`src/sepc_pkg.sv`:
```
package sepc_pkg;
    // Register byte offsets.
    localparam logic [7:0] OFF_CMD        = 8'h40;
    localparam logic [7:0] OFF_DATA       = 8'h44;
    // Command register field positions.
    localparam int         POS_BUSY       = 31;
    localparam int         POS_OP_HI      = 30;
    localparam int         POS_OP_LO      = 28;
    localparam int         POS_TIMEOUT    = 10;
    localparam int         POS_LOADED     = 9;
    localparam int         ADDR_W         = 9;
    localparam int         DATA_W         = 8;
    // Reset values.
    localparam logic [2:0] OP_RESET       = 3'h0;
    localparam logic [8:0] ADDR_RESET     = 9'h000;
    // Operation codes.
    localparam logic [2:0] OP_READ        = 3'h0;
    localparam logic [2:0] OP_EW_OFF      = 3'h1;
    localparam logic [2:0] OP_EW_ON       = 3'h2;
    localparam logic [2:0] OP_WRITE       = 3'h3;
    localparam logic [2:0] OP_WRITE_ALL   = 3'h4;
    localparam logic [2:0] OP_ERASE       = 3'h5;
    localparam logic [2:0] OP_ERASE_ALL   = 3'h6;
    localparam logic [2:0] OP_RELOAD      = 3'h7;
    // Signature expected at byte zero of a programmed part.
    localparam logic [7:0] SIGNATURE      = 8'ha5;
    // Timing.
    localparam int         CLK_MHZ        = 125;
    localparam int         TIMEOUT_MS     = 30;
    localparam int         TIMEOUT_CYC    = TIMEOUT_MS * CLK_MHZ * 1000;
    localparam int         SCK_HALF_CYC   = 4;
    localparam int         SETTLE_CYC     = 4;
    // Serial frame: start bit, 2-bit opcode, address.
    localparam int         FRAME_W        = 1 + 2 + ADDR_W;
endpackage

```
`src/sepc_ctrl.sv`:
```
`timescale 1ns/100ps
// What this block does
// - Writing busy one starts selected operation.
// - Busy holds until done; read data valid.
// - Write without part, data-in low: busy until timeout.
// - Three-bit opcode, reset zero, eight codes.
// - Read fetches addressed byte into data.
// - Disable blocks writes; enable permits them.
// - Write stores data byte at address.
// - Write-all stores data byte everywhere.
// - Erase clears the addressed location.
// - Erase-all clears the whole part.
// - Reload fails unless byte zero is A5h.
// - Failed reload leaves contents unchanged.
// - No response in 30ms: idle, flag.
// - Data-in high, absent part: no timeout.
// - Data-in low: only programming ops time out.
// - Loaded flag set after valid load.
// - Nine-bit byte address, reset zero.
// - Eight-bit data register holds byte.
module sepc_ctrl #(
    parameter int TIMEOUT_CYC = sepc_pkg::TIMEOUT_CYC
) (
    // Clock and reset
    input  wire logic        clk,
    input  wire logic        srst,
    // Register port
    input  wire logic [7:0]  reg_addr,
    input  wire logic [31:0] reg_wdata,
    input  wire logic        reg_wr,
    input  wire logic        reg_rd,
    output logic      [31:0] reg_rdata,
    // Serial memory pins
    output logic             prom_cs,
    output logic             prom_sck,
    output logic             prom_dout,
    input  wire logic        prom_serial_data_in,
    // Load result towards the configuration loader
    output logic             load_done
);
    if (TIMEOUT_CYC <= sepc_pkg::SETTLE_CYC || TIMEOUT_CYC > 32'h3fffffff) begin : g_bad_timeout
        $error("TIMEOUT_CYC out of range");
    end

    typedef enum logic [5:0] {
        ST_IDLE  = 6'b000001,
        ST_SHIFT = 6'b000010,
        ST_RDATA = 6'b000100,
        ST_WDATA = 6'b001000,
        ST_GAP   = 6'b010000,
        ST_POLL  = 6'b100000
    } sepc_state_t;

    typedef struct packed {
        sepc_state_t                       state;
        logic                              busy;
        logic [2:0]                        op;
        logic                              timeout;
        logic                              loaded;
        logic [sepc_pkg::ADDR_W-1:0]       addr;
        logic [sepc_pkg::DATA_W-1:0]       data;
        logic [sepc_pkg::FRAME_W-1:0]      frame;
        logic [3:0]                        bitcnt;
        logic [2:0]                        halfcnt;
        logic [29:0]                       tocnt;
        logic [31:0]                       rdata;
        logic                              cs;
        logic                              sck;
        logic                              dout;
    } sepc_regs_t;

    sepc_regs_t r;
    sepc_regs_t next_r;
    logic       din_s;

    sepc_sync u_din_sync (
        .clk  (clk),
        .srst (srst),
        .din  (prom_serial_data_in),
        .dout (din_s)
    );

    // Serial header: start bit, two opcode bits, nine address bits.
    function automatic logic [sepc_pkg::FRAME_W-1:0] make_frame(input logic [2:0] op,
                                                            input logic [8:0] a);
        logic [1:0] oc;
        logic [8:0] fa;
        oc = 2'h0;
        fa = a;
        unique case (op)
            sepc_pkg::OP_READ,
            sepc_pkg::OP_RELOAD: oc = 2'h2;
            sepc_pkg::OP_WRITE:  oc = 2'h1;
            sepc_pkg::OP_ERASE:  oc = 2'h3;
            sepc_pkg::OP_EW_OFF:    fa = 9'h000;
            sepc_pkg::OP_EW_ON:     fa = 9'h180;
            sepc_pkg::OP_WRITE_ALL: fa = 9'h080;
            sepc_pkg::OP_ERASE_ALL: fa = 9'h100;
        endcase
        if (op == sepc_pkg::OP_RELOAD) begin
            fa = 9'h000;
        end
        return {1'b1, oc, fa};
    endfunction

    function automatic logic is_prog(input logic [2:0] op);
        return op == sepc_pkg::OP_WRITE || op == sepc_pkg::OP_WRITE_ALL ||
               op == sepc_pkg::OP_ERASE || op == sepc_pkg::OP_ERASE_ALL;
    endfunction

    logic half_tick;
    logic fall;
    logic rise;

    always_comb begin
        next_r    = r;
        half_tick = (r.halfcnt == 3'(sepc_pkg::SCK_HALF_CYC - 1));
        rise      = half_tick && !r.sck;
        fall      = half_tick && r.sck;
        next_r.rdata = 32'h0;

        if (reg_rd) begin
            if (reg_addr == sepc_pkg::OFF_CMD) begin
                next_r.rdata[sepc_pkg::POS_BUSY]                      = r.busy;
                next_r.rdata[sepc_pkg::POS_OP_HI:sepc_pkg::POS_OP_LO] = r.op;
                next_r.rdata[sepc_pkg::POS_TIMEOUT]                   = r.timeout;
                next_r.rdata[sepc_pkg::POS_LOADED]                    = r.loaded;
                next_r.rdata[sepc_pkg::ADDR_W-1:0]                    = r.addr;
            end else if (reg_addr == sepc_pkg::OFF_DATA) begin
                next_r.rdata[sepc_pkg::DATA_W-1:0] = r.data;
            end
        end

        if (r.state != ST_IDLE) begin
            next_r.halfcnt = half_tick ? 3'h0 : r.halfcnt + 3'h1;
            if (half_tick) begin
                next_r.sck = !r.sck;
            end
        end

        unique case (r.state)
            ST_IDLE: begin
                next_r.cs  = 1'b0;
                next_r.sck = 1'b0;
                if (reg_wr && reg_addr == sepc_pkg::OFF_CMD) begin
                    next_r.op   = reg_wdata[sepc_pkg::POS_OP_HI:sepc_pkg::POS_OP_LO];
                    next_r.addr = reg_wdata[sepc_pkg::ADDR_W-1:0];
                    if (reg_wdata[sepc_pkg::POS_TIMEOUT]) begin
                        next_r.timeout = 1'b0;
                    end
                    if (reg_wdata[sepc_pkg::POS_BUSY]) begin
                        next_r.busy    = 1'b1;
                        next_r.frame   = make_frame(reg_wdata[sepc_pkg::POS_OP_HI:sepc_pkg::POS_OP_LO],
                                                    reg_wdata[sepc_pkg::ADDR_W-1:0]);
                        next_r.bitcnt  = 4'(sepc_pkg::FRAME_W - 1);
                        next_r.halfcnt = 3'h0;
                        next_r.cs      = 1'b1;
                        next_r.dout    = 1'b1;
                        next_r.state   = ST_SHIFT;
                    end
                end else if (reg_wr && reg_addr == sepc_pkg::OFF_DATA) begin
                    next_r.data = reg_wdata[sepc_pkg::DATA_W-1:0];
                end
            end
            ST_SHIFT: begin
                if (fall) begin
                    if (r.bitcnt == 4'h0) begin
                        if (r.op == sepc_pkg::OP_READ || r.op == sepc_pkg::OP_RELOAD) begin
                            next_r.bitcnt = 4'(sepc_pkg::DATA_W - 1);
                            next_r.state  = ST_RDATA;
                        end else if (r.op == sepc_pkg::OP_WRITE || r.op == sepc_pkg::OP_WRITE_ALL) begin
                            next_r.bitcnt = 4'(sepc_pkg::DATA_W - 1);
                            next_r.dout   = r.data[sepc_pkg::DATA_W-1];
                            next_r.state  = ST_WDATA;
                        end else begin
                            next_r.cs    = 1'b0;
                            next_r.state = ST_GAP;
                        end
                    end else begin
                        next_r.bitcnt = r.bitcnt - 4'h1;
                        next_r.frame  = {r.frame[sepc_pkg::FRAME_W-2:0], 1'b0};
                        next_r.dout   = r.frame[sepc_pkg::FRAME_W-2];
                    end
                end
            end
            ST_RDATA: begin
                if (rise) begin
                    next_r.frame[sepc_pkg::DATA_W-1:0] = {r.frame[sepc_pkg::DATA_W-2:0], din_s};
                end
                if (fall) begin
                    if (r.bitcnt == 4'h0) begin
                        next_r.cs    = 1'b0;
                        next_r.busy  = 1'b0;
                        next_r.state = ST_IDLE;
                        if (r.op == sepc_pkg::OP_READ) begin
                            next_r.data = r.frame[sepc_pkg::DATA_W-1:0];
                        end else if (r.frame[sepc_pkg::DATA_W-1:0] == sepc_pkg::SIGNATURE) begin
                            next_r.loaded = 1'b1;
                        end
                    end else begin
                        next_r.bitcnt = r.bitcnt - 4'h1;
                    end
                end
            end
            ST_WDATA: begin
                if (fall) begin
                    if (r.bitcnt == 4'h0) begin
                        next_r.cs    = 1'b0;
                        next_r.state = ST_GAP;
                    end else begin
                        next_r.bitcnt = r.bitcnt - 4'h1;
                        next_r.dout   = r.data[3'(r.bitcnt - 4'h1)];
                    end
                end
            end
            ST_GAP: begin
                // Select stays low for half a serial clock so the part can start its program cycle.
                next_r.sck = 1'b0;
                if (rise) begin
                    if (is_prog(r.op)) begin
                        next_r.cs    = 1'b1;
                        next_r.tocnt = 30'h0;
                        next_r.state = ST_POLL;
                    end else begin
                        next_r.busy  = 1'b0;
                        next_r.state = ST_IDLE;
                    end
                end
            end
            ST_POLL: begin
                // Ready counts only once the synchroniser holds a level sampled after select rose.
                next_r.sck   = 1'b0;
                next_r.dout  = 1'b0;
                next_r.tocnt = r.tocnt + 30'h1;
                if (din_s && r.tocnt >= 30'(sepc_pkg::SETTLE_CYC - 1)) begin
                    next_r.cs    = 1'b0;
                    next_r.busy  = 1'b0;
                    next_r.state = ST_IDLE;
                end else if (r.tocnt == 30'(TIMEOUT_CYC - 1)) begin
                    next_r.cs      = 1'b0;
                    next_r.busy    = 1'b0;
                    next_r.timeout = 1'b1;
                    next_r.state   = ST_IDLE;
                end
            end
            default: begin
                next_r.state = ST_IDLE;
                next_r.busy  = 1'b0;
                next_r.cs    = 1'b0;
            end
        endcase
    end

    always_ff @(posedge clk) begin
        if (srst) begin
            r       <= '0;
            r.state <= ST_IDLE;
            r.op    <= sepc_pkg::OP_RESET;
            r.addr  <= sepc_pkg::ADDR_RESET;
        end else begin
            r <= next_r;
        end
    end

    // A failed reload touches neither data nor the loaded flag.
    assign reg_rdata = r.rdata;
    assign prom_cs   = r.cs;
    assign prom_sck  = r.sck;
    assign prom_dout = r.dout;
    assign load_done = r.loaded;
endmodule

```
`src/sepc_sync.sv`:
```
`timescale 1ns/100ps
// Three-stage input synchroniser; the output moves once stages two and three agree.
module sepc_sync (
    // Clock and reset
    input  wire logic clk,
    input  wire logic srst,
    // Data
    input  wire logic din,
    output logic      dout
);
    typedef struct packed {
        logic s1;
        logic s2;
        logic s3;
        logic q;
    } sepc_sync_t;

    sepc_sync_t st;
    sepc_sync_t next_st;

    always_comb begin
        next_st    = st;
        next_st.s1 = din;
        next_st.s2 = st.s1;
        next_st.s3 = st.s2;
        if (st.s2 == st.s3) begin
            next_st.q = st.s3;
        end
    end

    always_ff @(posedge clk) begin
        if (srst) begin
            st <= '{s1: 1'b1, s2: 1'b1, s3: 1'b1, q: 1'b1};
        end else begin
            st <= next_st;
        end
    end

    assign dout = (st.s2 == st.s3) ? st.s3 : st.q;
endmodule

```
`config.mk`:
```
export PLATFORM = sky130hd
export DESIGN_NAME = sepc_ctrl
export DESIGN_NICKNAME = d
export VERILOG_FILES = /design/src/sepc_pkg.sv /design/src/sepc_ctrl.sv /design/src/sepc_sync.sv
export SDC_FILE = /design/constraint.sdc
export NUM_CORES = 1
export LEC_CHECK = 0
export BUFFER_PORTS_ARGS = -buffer_cell sky130_fd_sc_hd__buf_4
export CAP_MARGIN = 20
export CORE_UTILIZATION = 57
export DETAILED_ROUTE_END_ITERATION = 7
export PLACE_DENSITY = 0.8
export SLEW_MARGIN = 10
export SYNTH_ARGS = -nofsm -noshare
export SYNTH_HDL_FRONTEND = slang
export SYNTH_SLANG_ARGS = --single-unit
```
`constraint.sdc`:
```
create_clock -name clk -period 3.49 [get_ports clk]
set_input_delay 0.8725 -clock clk [delete_from_list [all_inputs] [get_ports clk]]
set_output_delay 0.8725 -clock clk [all_outputs]
set_load 0.01 [all_outputs]
```
==> impl_results.md, run 1 <==
* IO buf count at 45
* Final wirelength at 11.3 mm
* Worst path arrival time at 2.85 ns
* Syn_area_per_cell at 8.96 µm²
* Pin count of the biggest net entering global routing at 59
* Post-synth top area share at 38.3%
* Synth unique cells at 80
* Setup slack, reg-to-reg at 0.94 ns
* Vias in the first global route at 3871
* RSZ-0062 raised after global routing: no
* P per Cell Area at 354 nW/µm²
* First-pass DRT Iterations at 5
* Row Count at 34
* Vias per std cell at 5.95
* Drt drc at 0
* R2r endpoint: r[87]
* Post-CTS setup buffers at 0
* Sum of negative setup slack at 0 ns
* Post-Syn Instances at 578
* Tmin final at 2.55 ns
* GRT overflow at 0
* Place WS at 0.652 ns
* Hold Crit Class: flip-flop to flip-flop
* Final worst slack at 0.944 ns
* Final Net Count at 646
* Post-Layout Inst Area at 5590 µm²
* # setup viols final at 0
* Initial antenna violation count at 0
* # hold bufs at CTS at 0
* Sink Count at 99
* CTS H-tree depth at 3
* CP Class: flip-flop to flip-flop
* Top sig layer: met4
* First-pass GRT wire length at 18.9 mm
* Die area at 9480 µm²
* Tot GR Track Use at 24.5%
* Most frequent cell after synthesis: dfxtp_1
* Final hold vios at 0
* Ports at 81
* Die height at 97.3 µm
* Placed cell areas at 5380 µm²
* Met1 wire length at 5.06 mm
* Lkg Pwr at 2.07 nW
* Worst hold start: u_din_sync.next_st[2]
* WP data required at 3.79 ns
* Async set-or-reset flop fraction in the synthesized netlist at 0%
* EDFF count, synth at 0
* Area Growth Syn to Fin at 7.97%
* Hold endpoint: u_din_sync.next_st[1]
* Sequential cell area fraction in the yosys report at 38.3%
* CTS tree: yes
* Routed wire per std cell at 15.8 µm
* R2R cell count at 8
* Design Power at 0.00198 W
* Top_reg_cell synth: dfxtp_1
* Peak supply drop at 0.189 mV
* DIE WIDTH at 97.3 µm
* Synth Warn # at 0
* CTS clk-pin slew, worst paths at 0.12 ns
* Most area-consuming cells after synthesis: dfxtp_1 (38%), nor2_1 (6.6%), mux2i_1 (5.8%)
* Post-synth top cells: dfxtp_1 (99), nor2_1 (91), buf_4 (35)
* Max Clk Rate at 393 MHz
* Cell taking the most area after synthesis: dfxtp_1
* Met2 WL post-DR at 5.30 mm
* Post-cts sizing count at 0
* Critical path fanouts, max at 16
* Max Clock Skew at 0.0193 ns
* Critical path endpoint category: flip-flop
* 1st-iter DRT viols at 368
* Hold Path Depth at 1
* Worst slew pin tran at 0.952 ns
* Final ANT Viol Nets at 0
* Metal3 WL at 716 µm
* Core area at 8760 µm²
* Status: completed
* Clk Latency, worst-skew pair at 0.38 ns
* Post-layout util at 63.8%
* Initial Util at 59.1%
* Share of cells above drive strength 1 at 17.6%
* Yosys reg bits at 99
* Final Cycle Share at 73.0%
* Startpoint types: flip-flop
* Start point of the critical path: r[68]
* Clock buffer depth at 2
* Ant diodes at 0
* Worst R2R Start: r[68]
* DP HPWL at 8.10 mm
* Synth Cell Area at 5180 µm²
* Gpl congestion at 0.889
* Fin. max-slew vios at 0
* Number of buffers created by CTS at 9
* CTS Root Cell: clkbuf_8
* DR vias at 4233
* Slew Limit Headroom at 36.5%
* Max-cap violations at 0
-- worst max path at each step --
stage / endpoint
after floorplan: r[73]
after global placement: r[70]
after detailed placement: r[70]
after CTS: r[87]
after global routing: r[84]
final: r[87]
-- cell type report --
cell class	count	area (µm²)
Multi-Input combinational cell	429	2850
Inverter	7	26.3
Clock inverter	7	88.8
Timing Repair Buffer	52	390
Clock buffer	9	124
Tap cell	108	135
Fill cell	740	3170
Sequential cell	99	1980
-- state kept, by name, summed over array words and instances (netlist names) --
| signal | cells |
|---|---|
| r | 76 |
| prom_sck | 1 |
| prom_dout | 1 |
| load_done | 1 |
| reg_rdata | 15 |
| u_din_sync.next_st | 2 |
| prom_cs | 1 |
| u_din_sync.st | 2 |
-- per-layer routing --
metal	vias up	GRT usage [%]
li1	2067	-
met1	1999	32.9
met5	-	0
met3	20	4.89
met4	0	7.35
met2	147	39.9
-- worst max-delay path: stages (launching register included) --
cell,delay [ns]
dfxtp_1,0.40
inv_1,0.10
ha_1,0.23
nand2b_1,0.09
nor2_1,0.33
nand2_1,0.15
o32ai_2,0.80
nor2_1,0.10
a211oi_1,0.26
-- power by group --
group	total, W	internal [W]	switching (W)
clock network	0.000760	0.000292	0.000468
logic	0.0000859	0.0000340	0.0000519
registers	0.00113	0.00113	0.00000190
total	0.00198	0.00146	0.000522
-- metrics by stage --
stage,std cells,hold slack (ns)
after floorplan,594,0.389
after global placement,695,0.396
after detailed placement,695,0.399
after CTS,711,0.425
after global routing,711,0.445
final,711,0.421
-- cells in the final DEF (no fill, tap or decap), types with 10 or more instances in the layout --
cell type,synthesis,routed
a211oi_1,19,19
a21oi_1,19,19
a22oi_1,10,10
buf_4,35,52
conb_1,1,17
dfxtp_1,99,99
mux2i_1,30,30
nand2_1,31,31
nand3_1,20,20
nand4_1,13,13
nor2_1,91,91
nor3_1,13,13
o21ai_0,10,10
xnor2_1,11,11
xor2_1,22,22
-- cell families after synthesis --
| logic type | synth area share, % |
|---|---|
| AOI/OAI and AO/OA | 14.9 |
| xor gates and xnor gates | 5.58 |
| adders and majority gates | 0.918 |
| buffers and inverters | 7.95 |
| DFF | 38.3 |
| muxes | 7.10 |
| other | 0.0724 |
| and+or+nand+nor | 25.3 |
Note: power is estimated with default switching activity, not from simulation.
==> run 2: changes to the inputs <==
Settings changed: CORE_UTILIZATION 57 to 51, PLACE_DENSITY 0.8 to 0.76.
Clock period 3.49 ns to 2.3 ns, I/O delays scaled along.
==> run 2 against run 1 <==
Against the previous run: fmax up 16%; clock power increased by 57%; critical path type unchanged; critical endpoint is now r[106]; final cell count is 7.5% higher; power is 54% higher; setup slack worse by 0.85 ns; non-clock buffer count is 28 higher; largest cell class unchanged; first-iteration DRC count fell by 31%; clock-buffer cell count unchanged; largest power group unchanged; register-to-register slack worse by 0.85 ns.
==> impl_results.md, run 2 (synthesized netlist as in run 1, its figures left out) <==
* Status: completed
* Clock buffer depth at 2
* Worst hold slack at 0.371 ns
* CTS clk-pin slew, worst paths at 0.11 ns
* # setup viols final at 0
* CP Class: flip-flop to flip-flop
* CTS H-tree depth at 3
* Max stage delay cell, worst path: o41ai_4
* Number of buffers created by CTS at 9
* Row Count at 36
* Share of cells above drive strength 1 at 22.5%
* Hold Crit Class: primary input to flip-flop
* Die height at 103 µm
* 1st-iter DRT viols at 255
* Pint at 0.00224 W
* Area Growth Syn to Fin at 14.4%
* Reg with most FFs: r
* DR vias at 4327
* Final Net Count at 674
* Critical path endpoint category: flip-flop
* IO buf count at 45
* Commonest non-fill, non-tap cells in the layout: dfxtp_1 (96), nor2_1 (91), buf_4 (76), nand2_1 (31), mux2i_1 (30)
* Most frequent CP cell: nand3_1
* Initial antenna violation count at 0
* Pin count of the biggest net entering global routing at 31
* Gpl congestion at 0.884
* Worst R2R Start: r[35]
* GRT overflow at 0
* Vias in the first global route at 4067
* Startpoint types: flip-flop
* Die area at 10600 µm²
* CTS tree: yes
* Lkg Pwr at 2.23 nW
* Peak supply drop at 0.358 mV
* Start point of the critical path: r[35]
* Vias per std cell at 5.66
* Final Cycle Share at 95.8%
* Worst Path Buf+Inv at 0
* Core area at 9820 µm²
* Worst path arrival time at 2.45 ns
* Initial Util at 52.8%
* Comb power frac at 4.6%
* Clock Power Share at 39.0%
* Tot GR Track Use at 23.8%
* Final ANT Viol Nets at 0
* Sink Count at 99
* Fin. max-slew vios at 0
* CTS Root Cell: clkbuf_8
* Switching Fraction at 26.6%
* Worst hold start: prom_serial_data_in
* RSZ-0062 raised after global routing: no
* First-pass DRT Iterations at 4
* Final wirelength at 12.1 mm
* Critical-path cell list: ha_1 > nor4_1 > nand3_1 > o41ai_4 > nand3_1 > a41oi_1 > a311oi_1
* Final hold vios at 0
* Ports at 81
* Flop pwr share at 56.5%
* First-pass GRT wire length at 19.4 mm
* Psw at 0.000811 W
* Clk Latency, worst-skew pair at 0.39 ns
* Slew Limit Headroom at 59.0%
* Largest register FFs at 76
* Max Clock Skew at 0.0174 ns
* Critical path fanouts, max at 4
* Routed wire per std cell at 15.9 µm
* Crit-path max cell delay at 0.39 ns
* Max-cap violations at 0
* Sum of negative setup slack at 0 ns
* Delay-heaviest family, CP: simple AND/OR/NAND/NOR gates
* Ant diodes at 0
* Commonest non-fill, non-tap cell in the layout: dfxtp_1
* DP HPWL at 9.04 mm
* Max Clk Rate at 454 MHz
* WP data required at 2.54 ns
* # hold bufs at CTS at 0
* Drt drc at 0
* Worst slew pin tran at 0.610 ns
* Tmin final at 2.20 ns
* DIE WIDTH at 103 µm
* P per Cell Area at 514 nW/µm²
-- run 2: layout make-up --
type	instances	area, µm²
clock buffers	9	124
clock inverters	7	93.8
fillers	853	3890
inverters	7	26.3
multi-input cells	429	2890
flip-flops and latches	99	1990
well taps	133	166
repair buffers	80	642
-- run 2: power by group through the flow --
stage | Combinational, W | Clock, W | Sequential [W]
finish | 0.000140 | 0.00119 | 0.00172
global route | 0.000153 | 0.00129 | 0.00172
CTS | 0.000138 | 0.00122 | 0.00172
detailed placement | 0.000138 | 0 | 0.00176
global placement | 0.000136 | 0 | 0.00176
floorplan | 0.0000949 | 0 | 0.00176
-- run 2: stage by stage --
stage | worst slack (ns) | area, µm² | power [W] | std cells | utilization (%)
6_report | 0.0969 | 5930 | 0.00305 | 764 | 60.4
5_1_grt | 0.00378 | 5930 | 0.00317 | 764 | 60.4
4_1_cts | 0.0211 | 5860 | 0.00308 | 762 | 59.7
3_5_place_dp | -0.00262 | 5650 | 0.00190 | 746 | 57.5
3_3_place_gp | 0.0607 | 5650 | 0.00189 | 746 | 57.5
2_1_floorplan | 0.140 | 5240 | 0.00185 | 594 | -
-- run 2: layer usage --
layer  vias to the layer above  wire [µm]  track usage (%)  share of wire, %
li1                       2118          -                -                 -
met1                      2041       5330             29.2                44
met2                       136       5850             40.4                48
met3                        32        636             4.47               5.2
met4                         0        323             10.7               2.7
met5                         -          0                0                 0
-- run 2: timing repair --
item / 4_1_cts / 5_1_grt
resized for setup: 0 / 11
pin swaps: 1 / 4
setup buffers: 0 / 2
setup endpoints to repair: 1 / 31
-- run 2: worst paths after layout --
check	slack (ns)	end	cells after the start
worst max register to register	0.1	r[106]	7
worst min-delay path	0.37	u_din_sync.next_st[2]	2
worst max-delay path	0.1	r[106]	7
worst min register to register	0.42	u_din_sync.next_st[1]	1
==> run 3: changes to the inputs <==
Settings changed: CORE_UTILIZATION 51 to 57, PLACE_DENSITY 0.76 to 0.8.
Clock period 2.3 ns to 2.7 ns, I/O delays scaled along.
==> run 3 against run 2 <==
Against the previous run: final area shrank 4.5%; non-clock buffer count shrank 18; sequential cell count is the same; clock-buffer cell count is the same; core utilization grew 4.2 points; clock skew grew 0.0024 ns; fmax shrank 8.5%; wire length shrank 6.0%; combinational power shrank 18%; clock power shrank 20%; critical path depth grew 1.
==> impl_results.md, run 3 (synthesized netlist as in run 1, its figures left out) <==
* Final hold vios at 0
* Lkg Pwr at 2.11 nW
* Number of buffers created by CTS at 9
* Metal3 WL at 729 µm
* IO buf count at 45
* CTS tree: yes
* Fin. max-slew vios at 0
* Vias in the first global route at 4008
* Die area at 9480 µm²
* Comb power frac at 4.6%
* 1st-iter DRT viols at 234
* WP data required at 2.97 ns
* # hold bufs at CTS at 0
* Max Clock Skew at 0.0197 ns
* Start point of the critical path: r[68]
* Top sig layer: met4
* GRT overflow at 0
* Peak supply drop at 0.361 mV
* Sink Count at 99
* Delay-heaviest family, CP: compound AO/OA/AOI/OAI gates
* DP HPWL at 8.51 mm
* Largest register FFs at 76
* # setup viols final at 0
* Critical-path cell list: inv_1 > ha_1 > or3b_1 > nor2_1 > nor2_1 > a2111oi_1 > a41oi_1 > a311oi_1
* P per Cell Area at 446 nW/µm²
* Max-cap violations at 0
* Worst R2R Start: r[68]
* Die height at 97.3 µm
* Tmin final at 2.41 ns
* Worst hold start: u_din_sync.next_st[2]
* CTS clk-pin slew, worst paths at 0.11 ns
* # fillers at 723
* Final Net Count at 656
* Row Count at 34
* Commonest non-fill, non-tap cell in the layout: dfxtp_1
* Commonest non-fill, non-tap cells in the layout: dfxtp_1 (99), nor2_1 (91), buf_4 (62), nand2_1 (31), mux2i_1 (30)
* Hold Crit Class: flip-flop to flip-flop
* Final ANT Viol Nets at 0
* Core area at 8760 µm²
* Final wirelength at 11.4 mm
* Met2 WL post-DR at 5.50 mm
* Share of cells above drive strength 1 at 18.9%
* Clock buffer depth at 2
* Vias per std cell at 5.96
* CTS Root Cell: clkbuf_8
* Worst slew pin tran at 0.574 ns
* Status: completed
* Clock Power Share at 37.5%
* Final Cycle Share at 89.2%
* Most frequent CP cell: nor2_1
* Crit-path max cell delay at 0.42 ns
* First-pass DRT Iterations at 5
* Max stage delay cell, worst path: or3b_1
* Ports at 81
* Ant diodes at 0
* Worst hold slack at 0.422 ns
* DIE WIDTH at 97.3 µm
* Worst Path Buf+Inv at 1
* Switching Fraction at 25.7%
* Tot GR Track Use at 24.6%
* Flop pwr share at 58.0%
* CTS H-tree depth at 3
* Pin count of the biggest net entering global routing at 43
* Initial antenna violation count at 0
* Worst path arrival time at 2.68 ns
* RSZ-0062 raised after global routing: no
* Startpoint types: flip-flop
* First-pass GRT wire length at 19.0 mm
* Design Power at 0.00253 W
* Clk Latency, worst-skew pair at 0.37 ns
* Reg with most FFs: r
* Pint at 0.00188 W
* Critical path endpoint category: flip-flop
* Sum of negative setup slack at 0 ns
* Psw at 0.000650 W
* Slew Limit Headroom at 61.7%
* Area Growth Syn to Fin at 9.27%
* Max Clk Rate at 415 MHz
* Gpl congestion at 0.866
* Routed wire per std cell at 15.8 µm
* Met1 wire length at 4.94 mm
* Initial Util at 59.1%
* Critical path fanouts, max at 6
* CP Class: flip-flop to flip-flop
* Drt drc at 0
* DR vias at 4297
## run 3: changes by cell type in the layout (fill, tap and decap cells not counted), sizes merged
cell	before	now
inv	13	10
clkinvlp	0	1
clkinv	1	3
buf	80	62
## run 3: final timing paths
path                                              end  slack, ns  cells past startpoint
worst max-delay path                           r[106]       0.29                      8
worst min register to register  u_din_sync.next_st[1]       0.42                      1
worst min-delay path            u_din_sync.next_st[1]       0.42                      1
worst max register to register                 r[106]       0.29                      8
## run 3: layer usage
metal  up-vias  track usage, %
li1       2092               -
met1      2028            30.8
met2       151            42.5
met3        26            3.67
met4         0            9.62
met5         -               0
## run 3: cell type report
cell class | instances | area, µm² | share of cell area, %
Sequential cell | 99 | 1980 | 35.0
Multi-Input combinational cell | 429 | 2850 | 50.3
Timing Repair Buffer | 62 | 465 | 8.22
Inverter | 7 | 26.3 | 0.464
Clock buffer | 9 | 124 | 2.19
Clock inverter | 7 | 80.1 | 1.41
Tap cell | 108 | 135 | 2.39
## run 3: what timing repair did
item / 4_1_cts / 5_1_grt
setup buffers: 0 / 0
setup endpoints to repair: 0 / 1
gates resized for setup: 0 / 1
## run 3: power by group through the flow
| stage | clock, W | combinational, W | sequential (W) |
|---|---|---|---|
| floorplan | 0 | 0.0000808 | 0.00150 |
| global placement | 0 | 0.000112 | 0.00150 |
| detailed placement | 0 | 0.000114 | 0.00150 |
| CTS | 0.000966 | 0.000114 | 0.00147 |
| global route | 0.00101 | 0.000125 | 0.00147 |
| finish | 0.000947 | 0.000115 | 0.00147 |
## run 3: stage by stage
step                std cells  util [%]  cell area, µm²  worst slack (ns)
CTS                       721      64.6            5660             0.327
detailed placement        705      62.3            5460             0.184
floorplan                 594         -            5240             0.503
finish                    721      64.6            5660             0.291
global placement          705      62.3            5460             0.268
global route              721      64.6            5660            0.0486
